==> src/ots_pkg.sv <==
// Purpose: Shared constants and types for the overtravel/torque supervisor
// Assumes: Torque figures are percent of rated torque, signed 12-bit
// Notes: Register offsets are byte addresses on the plain register port
`default_nettype none

package ots_pkg;

    // ----------------------------------------------------------------
    // Widths
    // ----------------------------------------------------------------
    localparam int unsigned ADDR_W = 6;
    localparam int unsigned DATA_W = 32;
    localparam int unsigned TRQ_W = 12;
    localparam int unsigned SET_W = 10;
    localparam int unsigned SPD_W = 16;
    localparam int unsigned CFG_W = 15;
    localparam int unsigned IRQ_W = 4;
    localparam int unsigned SO_N = 3;

    // ----------------------------------------------------------------
    // Register offsets
    // ----------------------------------------------------------------
    localparam logic [ADDR_W-1:0] REG_CFG = 6'h00;
    localparam logic [ADDR_W-1:0] REG_ESTOP = 6'h04;
    localparam logic [ADDR_W-1:0] REG_FWD_LIM = 6'h08;
    localparam logic [ADDR_W-1:0] REG_REV_LIM = 6'h0C;
    localparam logic [ADDR_W-1:0] REG_STATUS = 6'h10;
    localparam logic [ADDR_W-1:0] REG_MONITOR = 6'h14;
    localparam logic [ADDR_W-1:0] REG_IRQ_STAT = 6'h18;
    localparam logic [ADDR_W-1:0] REG_IRQ_MASK = 6'h1C;
    localparam logic [ADDR_W-1:0] REG_TORQUE = 6'h20;

    // ----------------------------------------------------------------
    // Field codes and reset values
    // ----------------------------------------------------------------
    localparam logic [3:0] MAP_UNUSED = 4'h8;
    localparam logic [3:0] MAP_FWD_OPEN = 4'h2;
    localparam logic [3:0] MAP_FWD_INV = 4'hB;
    localparam logic [3:0] MAP_REV_OPEN = 4'h3;
    localparam logic [3:0] MAP_REV_INV = 4'hC;
    localparam logic [1:0] OT_STOP_SOFF = 2'h0;
    localparam logic [1:0] OT_STOP_ZCLAMP = 2'h1;
    localparam logic [1:0] OT_STOP_COAST = 2'h2;
    localparam logic [1:0] FLAG_SEL_NONE = 2'h0;
    localparam logic [SET_W-1:0] TRQ_MAX_SET = 10'h320;
    localparam logic [SET_W-1:0] TRQ_RESET = 10'h320;
    localparam int unsigned IRQ_FWD_OT = 0;
    localparam int unsigned IRQ_REV_OT = 1;
    localparam int unsigned IRQ_TRQ_LIM = 2;
    localparam int unsigned IRQ_STOP_DONE = 3;

    // ----------------------------------------------------------------
    // Types
    // ----------------------------------------------------------------
    typedef enum logic [2:0] {
        ST_RUN = 3'b000,
        ST_SOFF = 3'b001,
        ST_DECEL = 3'b010,
        ST_ZCLAMP = 3'b011,
        ST_COAST = 3'b100,
        ST_SOFF_DONE = 3'b101
    } ots_stop_t;

    typedef struct packed {
        logic [1:0] limit_flag_output_select;
        logic torque_control;
        logic [1:0] servo_off_stop_mode;
        logic [1:0] overtravel_stop_mode;
        logic [3:0] rev_overtravel_map;
        logic [3:0] fwd_overtravel_map;
    } ots_cfg_t;

    localparam ots_cfg_t CFG_RESET = '{
        limit_flag_output_select: FLAG_SEL_NONE,
        torque_control: 1'b0,
        servo_off_stop_mode: 2'h0,
        overtravel_stop_mode: OT_STOP_SOFF,
        rev_overtravel_map: MAP_UNUSED,
        fwd_overtravel_map: MAP_UNUSED
    };

    typedef struct packed {
        logic [ADDR_W-1:0] addr;
        logic [DATA_W-1:0] wdata;
        logic wr;
        logic rd;
    } ots_bus_req_t;

    typedef struct packed {
        logic [TRQ_W-1:0] torque;
        logic servo_off_req;
        logic zero_clamp;
        logic coast;
    } ots_drv_out_t;

    typedef struct packed {
        ots_cfg_t cfg;
        logic [SET_W-1:0] estop;
        logic [SET_W-1:0] fwd_lim;
        logic [SET_W-1:0] rev_lim;
        logic [IRQ_W-1:0] irq_stat;
        logic [IRQ_W-1:0] irq_mask;
        ots_stop_t st;
        logic ot_dir;
        ots_drv_out_t drv;
        logic flag;
        logic [SO_N-1:0] so_n;
        logic [DATA_W-1:0] rdata;
    } ots_state_t;

endpackage : ots_pkg

`default_nettype wire

==> src/ots_supervisor.sv <==
// Purpose: Overtravel stop and internal torque limit supervisor
// Assumes: Inputs synchronous to clock; speed and torque signed values
// Notes: Registers reached over a plain strobe port, read data one cycle on
`timescale 1ns/1ps
`default_nettype none

module ots_supervisor
    import ots_pkg::*;
(
    // Clock and reset
    input wire logic clock,
    input wire logic resetn,
    // Register port
    input wire ots_bus_req_t bus_req,
    output logic [DATA_W-1:0] bus_rdata,
    output logic irq,
    // Limit switch terminals, high while open
    input wire logic fwd_limit_terminal,
    input wire logic rev_limit_terminal,
    // Drive torque loop
    input wire logic [TRQ_W-1:0] torque_cmd,
    input wire logic [SPD_W-1:0] motor_speed,
    input wire logic [SET_W-1:0] motor_max_torque,
    output ots_drv_out_t drv_out,
    output logic [1:0] servo_off_stop_mode,
    // Output terminals, so_n low while active; flag and monitor high while active
    input wire logic [SO_N-1:0] other_out_func,
    output logic [SO_N-1:0] so_n,
    output logic torque_limited_flag,
    output logic [SO_N:0] output_signal_monitor
);

    // ----------------------------------------------------------------
    // Helper functions
    // ----------------------------------------------------------------

    // Effective limit never above motor maximum
    function automatic logic [SET_W-1:0] eff_lim(
        input logic [SET_W-1:0] setting,
        input logic [SET_W-1:0] mx
    );
        return (setting > mx) ? mx : setting;
    endfunction : eff_lim

    // Saturate a written setting to the top of range
    function automatic logic [SET_W-1:0] sat_set(input logic [DATA_W-1:0] v);
        return (v > DATA_W'(TRQ_MAX_SET)) ? TRQ_MAX_SET : v[SET_W-1:0];
    endfunction : sat_set

    // Unsigned magnitude of a signed torque
    function automatic logic [TRQ_W-1:0] mag(input logic [TRQ_W-1:0] v);
        return v[TRQ_W-1] ? TRQ_W'(-$signed(v)) : v;
    endfunction : mag

    // Signed negation of a limit
    function automatic logic [TRQ_W-1:0] neg_lim(input logic [SET_W-1:0] l);
        return TRQ_W'(-$signed({2'h0, l}));
    endfunction : neg_lim

    // Prohibit level from mapping code and terminal level
    function automatic logic prohibit(
        input logic [3:0] map,
        input logic term,
        input logic [3:0] open_code,
        input logic [3:0] inv_code
    );
        if (map == open_code) begin
            return term;
        end else if (map == inv_code) begin
            return ~term;
        end
        return 1'b0;
    endfunction : prohibit

    // ----------------------------------------------------------------
    // State and derived signals
    // ----------------------------------------------------------------
    ots_state_t s_r;
    ots_state_t s_nxt;
    logic fwd_run_prohibit_in;
    logic rev_run_prohibit_in;
    logic fwd_trig;
    logic rev_trig;
    logic dir_pro;
    logic standstill;
    logic spd_pos;
    logic spd_neg;
    logic [SET_W-1:0] fwd_eff;
    logic [SET_W-1:0] rev_eff;
    logic [SET_W-1:0] act_lim;
    logic [SET_W-1:0] stop_trq;
    logic [TRQ_W-1:0] cmd_mag;
    logic [TRQ_W-1:0] run_trq;
    logic run_over;
    logic [IRQ_W-1:0] ev;

    // Run-prohibit mapping
    assign fwd_run_prohibit_in = prohibit(s_r.cfg.fwd_overtravel_map,
        fwd_limit_terminal, MAP_FWD_OPEN, MAP_FWD_INV);
    assign rev_run_prohibit_in = prohibit(s_r.cfg.rev_overtravel_map,
        rev_limit_terminal, MAP_REV_OPEN, MAP_REV_INV);

    // Motion and trigger detection
    assign spd_pos = $signed(motor_speed) > $signed(16'h0000);
    assign spd_neg = motor_speed[SPD_W-1];
    assign fwd_trig = fwd_run_prohibit_in &&
        (spd_pos || ($signed(torque_cmd) > $signed(12'h000)));
    assign rev_trig = rev_run_prohibit_in && (spd_neg || torque_cmd[TRQ_W-1]);
    assign dir_pro = s_r.ot_dir ? fwd_run_prohibit_in : rev_run_prohibit_in;
    assign standstill = s_r.ot_dir ? !spd_pos : !spd_neg;

    // Limit selection and saturation
    assign fwd_eff = eff_lim(s_r.fwd_lim, motor_max_torque);
    assign rev_eff = eff_lim(s_r.rev_lim, motor_max_torque);
    assign stop_trq = eff_lim(s_r.estop, motor_max_torque);
    assign act_lim = torque_cmd[TRQ_W-1] ? rev_eff : fwd_eff;
    assign cmd_mag = mag(torque_cmd);
    assign run_over = cmd_mag > {2'h0, act_lim};
    assign run_trq = !run_over ? torque_cmd :
        (torque_cmd[TRQ_W-1] ? neg_lim(act_lim) : {2'h0, act_lim});

    // ----------------------------------------------------------------
    // Next-state logic
    // ----------------------------------------------------------------
    always_comb begin
        s_nxt = s_r;
        ev = '0;
        // Overtravel stop sequencing
        unique case (s_r.st)
            ST_RUN: begin
                if (fwd_trig || rev_trig) begin
                    s_nxt.ot_dir = fwd_trig;
                    ev[IRQ_FWD_OT] = fwd_trig;
                    ev[IRQ_REV_OT] = !fwd_trig;
                    if (s_r.cfg.overtravel_stop_mode == OT_STOP_SOFF) begin
                        s_nxt.st = ST_SOFF;
                    end else begin
                        s_nxt.st = ST_DECEL;
                    end
                end
            end
            ST_SOFF: begin
                if (!dir_pro) begin
                    s_nxt.st = ST_RUN;
                end else if (standstill) begin
                    ev[IRQ_STOP_DONE] = 1'b1;
                    s_nxt.st = s_r.cfg.torque_control ? ST_COAST : ST_SOFF_DONE;
                end
            end
            ST_DECEL: begin
                if (!dir_pro) begin
                    s_nxt.st = ST_RUN;
                end else if (standstill) begin
                    ev[IRQ_STOP_DONE] = 1'b1;
                    if (s_r.cfg.torque_control ||
                        s_r.cfg.overtravel_stop_mode != OT_STOP_ZCLAMP) begin
                        s_nxt.st = ST_COAST;
                    end else begin
                        s_nxt.st = ST_ZCLAMP;
                    end
                end
            end
            ST_ZCLAMP, ST_COAST, ST_SOFF_DONE: begin
                if (!dir_pro) begin
                    s_nxt.st = ST_RUN;
                end
            end
            default: begin
                s_nxt.st = ST_RUN;
            end
        endcase
        // Torque reference and stop outputs
        s_nxt.flag = 1'b0;
        s_nxt.drv.torque = '0;
        unique case (s_nxt.st)
            ST_RUN: begin
                s_nxt.drv.torque = run_trq;
                s_nxt.flag = run_over;
            end
            ST_DECEL: begin
                s_nxt.drv.torque = s_nxt.ot_dir ? neg_lim(stop_trq) :
                    {2'h0, stop_trq};
            end
            default: begin
                s_nxt.drv.torque = '0;
            end
        endcase
        s_nxt.drv.servo_off_req = (s_nxt.st == ST_SOFF) ||
            (s_nxt.st == ST_SOFF_DONE);
        s_nxt.drv.zero_clamp = s_nxt.st == ST_ZCLAMP;
        s_nxt.drv.coast = s_nxt.st == ST_COAST;
        ev[IRQ_TRQ_LIM] = s_nxt.flag && !s_r.flag;
        // Output terminal routing, active low
        for (int i = 0; i < SO_N; i++) begin
            s_nxt.so_n[i] = !(other_out_func[i] ||
                (s_r.cfg.limit_flag_output_select == 2'(i + 1) &&
                s_nxt.flag));
        end
        // Register writes
        if (bus_req.wr) begin
            unique case (bus_req.addr)
                REG_CFG: s_nxt.cfg = ots_cfg_t'(bus_req.wdata[CFG_W-1:0]);
                REG_ESTOP: s_nxt.estop = sat_set(bus_req.wdata);
                REG_FWD_LIM: s_nxt.fwd_lim = sat_set(bus_req.wdata);
                REG_REV_LIM: s_nxt.rev_lim = sat_set(bus_req.wdata);
                REG_IRQ_MASK: s_nxt.irq_mask = bus_req.wdata[IRQ_W-1:0];
                default: begin
                end
            endcase
        end
        // Sticky status, read clears, new event wins
        s_nxt.irq_stat = ((bus_req.rd && bus_req.addr == REG_IRQ_STAT) ?
            '0 : s_r.irq_stat) | ev;
        // Read data, valid only in the cycle after the strobe
        s_nxt.rdata = '0;
        if (bus_req.rd) begin
            unique case (bus_req.addr)
                REG_CFG: s_nxt.rdata = DATA_W'(s_r.cfg);
                REG_ESTOP: s_nxt.rdata = DATA_W'(s_r.estop);
                REG_FWD_LIM: s_nxt.rdata = DATA_W'(s_r.fwd_lim);
                REG_REV_LIM: s_nxt.rdata = DATA_W'(s_r.rev_lim);
                REG_STATUS: s_nxt.rdata = DATA_W'({s_r.st, s_r.ot_dir,
                    rev_run_prohibit_in, fwd_run_prohibit_in, s_r.flag});
                REG_MONITOR: s_nxt.rdata = DATA_W'({s_r.flag, ~s_r.so_n});
                REG_IRQ_STAT: s_nxt.rdata = DATA_W'(s_r.irq_stat);
                REG_IRQ_MASK: s_nxt.rdata = DATA_W'(s_r.irq_mask);
                REG_TORQUE: s_nxt.rdata = DATA_W'(s_r.drv.torque);
                default: s_nxt.rdata = '0;
            endcase
        end
    end

    // ----------------------------------------------------------------
    // State register
    // ----------------------------------------------------------------
    always_ff @(posedge clock or negedge resetn) begin
        if (!resetn) begin
            s_r <= '0;
            s_r.cfg <= CFG_RESET;
            s_r.estop <= TRQ_RESET;
            s_r.fwd_lim <= TRQ_RESET;
            s_r.rev_lim <= TRQ_RESET;
            s_r.st <= ST_RUN;
            s_r.so_n <= '1;
        end else begin
            s_r <= s_nxt;
        end
    end

    // Outputs
    assign bus_rdata = s_r.rdata;
    assign irq = |(s_r.irq_stat & s_r.irq_mask);
    assign drv_out = s_r.drv;
    assign servo_off_stop_mode = s_r.cfg.servo_off_stop_mode;
    assign so_n = s_r.so_n;
    assign torque_limited_flag = s_r.flag;
    assign output_signal_monitor = {s_r.flag, ~s_r.so_n};
endmodule : ots_supervisor

`default_nettype wire

==> config.mk <==
export PLATFORM = sky130hd
export DESIGN_NAME = ots_supervisor
export DESIGN_NICKNAME = d
export VERILOG_FILES = /design/src/ots_pkg.sv /design/src/ots_supervisor.sv
export SDC_FILE = /design/constraint.sdc
export NUM_CORES = 1
export LEC_CHECK = 0
export BUFFER_PORTS_ARGS = -buffer_cell sky130_fd_sc_hd__clkbuf_2
export CORE_MARGIN = 4
export CORE_UTILIZATION = 45
export DETAILED_ROUTE_END_ITERATION = 8
export PLACE_DENSITY_LB_ADDON = 0.25
export SLEW_MARGIN = 0
export SYNTH_ARGS = -nofsm -noshare
export SYNTH_HDL_FRONTEND = slang
export SYNTH_SLANG_ARGS = --single-unit
==> constraint.sdc <==
create_clock -name clock -period 9.3 [get_ports clock]
set_input_delay 1.86 -clock clock [delete_from_list [all_inputs] [get_ports clock]]
set_output_delay 1.86 -clock clock [all_outputs]
set_load 0.01 [all_outputs]
==> flow_summary.ini <==
[finish]
insertedDiodeCount = 0
mostFrequentLayoutCells = clkbuf_2, dfrtp_1, nand2_1, o21ai_0, nor2_1
stdcell_count = 1081
syn2layout_area_growth_pct = 9.96
nFillCells = 1484
final_common_cell = clkbuf_2
nets = 991
layout-drive-gt1-share = 0.249

[die]
initial_core_util = 0.465
dieArea_um2 = 18000
die_w_um = 134
core_um2 = 15400
io_pins = 143
die_height_um = 134
rows = 45

[synthesis]
synth-simple-area-share = 0.178
async_reset_ff_frac = 1.00
synth_edf_count = 0
ys_ff_latch = 91
seq_area_frac_synth = 0.321
synth.area.mux_share = 0.0882
synth.distinct_cells = 86
synth_top_family_by_area = compound AO/OA/AOI/OAI gates
syn_inst = 794
synth_area_um2 = 7150
synth_fa_ha_area_frac = 0.0718
synth-main-ff-cell = dfrtp_1
post_synth_xor_area_fraction = 0.0270
synth_compound_area_frac = 0.214
avgSynthCellArea_um2 = 9.00
yosysWarnings = 0

[sta]
fin_crit_sh = 0.639
skew_ns = 0.00691
hold_violations = 0
min_period_ns = 5.95
max-slew-margin-rel = 0.298
finalSetupTns_ns = 0
max_freq_mhz = 168
maxSlewViolCount = 0
worstMarginPinSlew_ns = 1.05
finalSetupViolCount = 0
rsz0062_at_grt = no

[placed_design]
io_buffers = 125
dpl.hpwl_um = 17800
dp.cells = 1065
place.gp.congestion = 0.962

[power_and_ir_drop]
switching_share = 0.358
p_leak_nw = 3.57
p_seq_frac = 0.393
p_clk_frac = 0.291
p_int_uw = 825
combPwrFrac = 0.317
p_sw_uw = 461
power.density_nw_per_um2 = 164
vdd_drop_max_v = 0.000129

[setup_path]
r2r_cells = 16
r2r-end = drv_out[9]
cp-startpoint = motor_max_torque[7]
cp_num_buf_inv = 2
cp.arrival_ns = 6.22
critPathLaunchType = input pin
cp.required_ns = 9.58
cp-end-kind = flop
rr_startpoint = s_r[82]
crit_slowest_cell = o21bai_1
path_cells = clkbuf_2, inv_1, ha_1, and4_1, o211ai_2, and3_1, nor2_4, a21oi_1, o21ai_0, ha_1, nor2b_1, o21ai_0, nand2b_1, a21oi_1, o31ai_2, o21bai_1, and2_4, a211o_1
crit_path_max_fanout = 13
crit_path_max_incr_delay_ns = 0.69
rrSetupSlack_ns = 4.68
critical_path.top_delay_family = compound AO/OA/AOI/OAI gates
crit_type = input pin to flop

[worst_hold_path]
min_to = so_n[1]
worstHoldPathCells = 1
hp-class = flop to flop
holdCritStartpoint = s_r[107]

[clock_network]
path_clk_slew_ns = 0.07
cts_resized = 0
clockBufferDepth = 2
clk_latency_ns = 0.34
cts_hold_buf = 0
cts_tree = done
cts.htree.levels = 3
cts_sinks = 91
cts_setup_buffers = 0
cts_root_buffer = clkbuf_16
cts_buffers = 9

[global_route]
antenna_found_initial = 0
grt_start_max_net_pins = 50
globalRouteTotalUtil = 0.251
grt-ovfl-total = 0
grt_pass1_vias = 6095
grt_first_pass_wirelength_um = 34900

[outcome]
outcome = finished, final reports clean

[drt]
ant_nets = 0
num_vias = 6504
wirelength_um = 22800
wire_per_inst_um = 21.1
firstDrtPassIters = 5
drc = 0
avgViaCountPerCell = 6.02
drt_iter0_drc = 681

[flow_run]
cap_violations = 0
## through the flow
stage | instance area, um2 | setup WS, ns | total power [mW] | hold WS, ns | util
floorplan | 7210 | 3.89 | 0.795 | 0.441 | -
global placement | 7550 | 3.16 | 0.905 | 0.484 | 0.491
detailed placement | 7550 | 3.05 | 0.909 | 0.497 | 0.491
CTS | 7860 | 3.40 | 1.28 | 0.507 | 0.511
global route | 7860 | 3.00 | 1.36 | 0.540 | 0.511
finish | 7860 | 3.35 | 1.29 | 0.510 | 0.511
## worst register-to-register path: stages (launching register included)
cell and delay, ns:
dfstp_2 0.60, ha_1 0.28, a21oi_1 0.19, o21ai_0 0.20
a2111o_1 0.44, nand2_1 0.31, o211ai_1 0.14, o21ai_0 0.27
ha_1 0.34, nor2b_1 0.13, o21ai_0 0.14, nand2b_1 0.07
a21oi_1 0.19, o31ai_2 0.11, o21bai_1 0.69, and2_4 0.31
a211o_1 0.15
## registers in the layout (all words and copies together) (netlist names)
| signal | count |
|---|---|
| servo_off_stop_mode | 2 |
| s_r | 55 |
| drv_out | 15 |
| bus_rdata | 15 |
| torque_limited_flag | 1 |
| so_n | 3 |
## how the worst max path moves through the flow
stage                        to  cells after the start
global placement    drv_out[11]                     18
finish               drv_out[9]                     18
CTS                  drv_out[9]                     18
floorplan           drv_out[10]                     19
detailed placement  drv_out[10]                     18
global route        drv_out[11]                     18
## synthesized netlist by cell type (all sizes together), types with 4 or more instances
master,instances,share of area
dfrtp,77,0.27
nand2,69,0.036
buf,63,0.068
o21ai,55,0.039
nor2,54,0.030
a21oi,42,0.030
ha,41,0.072
inv,33,0.017
mux2,28,0.044
clkbuf,23,0.015
mux2i,18,0.025
nand3,18,0.013
nand4,18,0.016
nor3,18,0.013
a22oi,16,0.017
nor4,15,0.013
a31oi,14,0.012
dfstp,14,0.051
a211oi,13,0.015
xnor2,12,0.015
o211ai,10,0.012
xor2,10,0.012
nor2b,9,0.0079
a21o,8,0.0088
o31ai,8,0.0091
and3,7,0.0061
o22ai,7,0.0061
and4,6,0.0074
mux4,6,0.019
a221oi,5,0.0061
and2,5,0.0047
nand2b,5,0.0044
o21a,5,0.0053
o21bai,5,0.0053
or3,5,0.0044
a211o,4,0.0049
a221o,4,0.0056
## cell type report
cell class / count / area (um2) / area share
tap: 211 / 264 / 0.0336
clock buffer: 9 / 225 / 0.0287
multi-input combinational: 600 / 4200 / 0.535
sequential: 91 / 2290 / 0.292
timing repair buffer: 130 / 666 / 0.0847
clock inverter: 7 / 82.6 / 0.0105
inverter: 33 / 124 / 0.0158
## cell families after synthesis
kind of cell | after synthesis
compound gates | 222
simple gates | 246
other cells | 1
flops | 91
xor+xnor | 22
mux | 52
buf+inv | 119
fa+ha+maj | 41
## per-layer routing
metal	share of wire	GRT usage	vias to the layer above
met5	0	0	-
met3	0.078	0.0548	63
met4	0.043	0.0979	0
li1	-	-	3040
met2	0.45	0.390	317
met1	0.43	0.343	3084
## power groups by stage
stage	Combinational (mW)	Clock, mW	Sequential, mW
floorplan	0.315	0	0.480
global placement	0.397	0	0.508
detailed placement	0.400	0	0.509
CTS	0.401	0.379	0.502
global route	0.450	0.397	0.508
finish	0.407	0.374	0.505
Power figures use the tool's default switching activity.
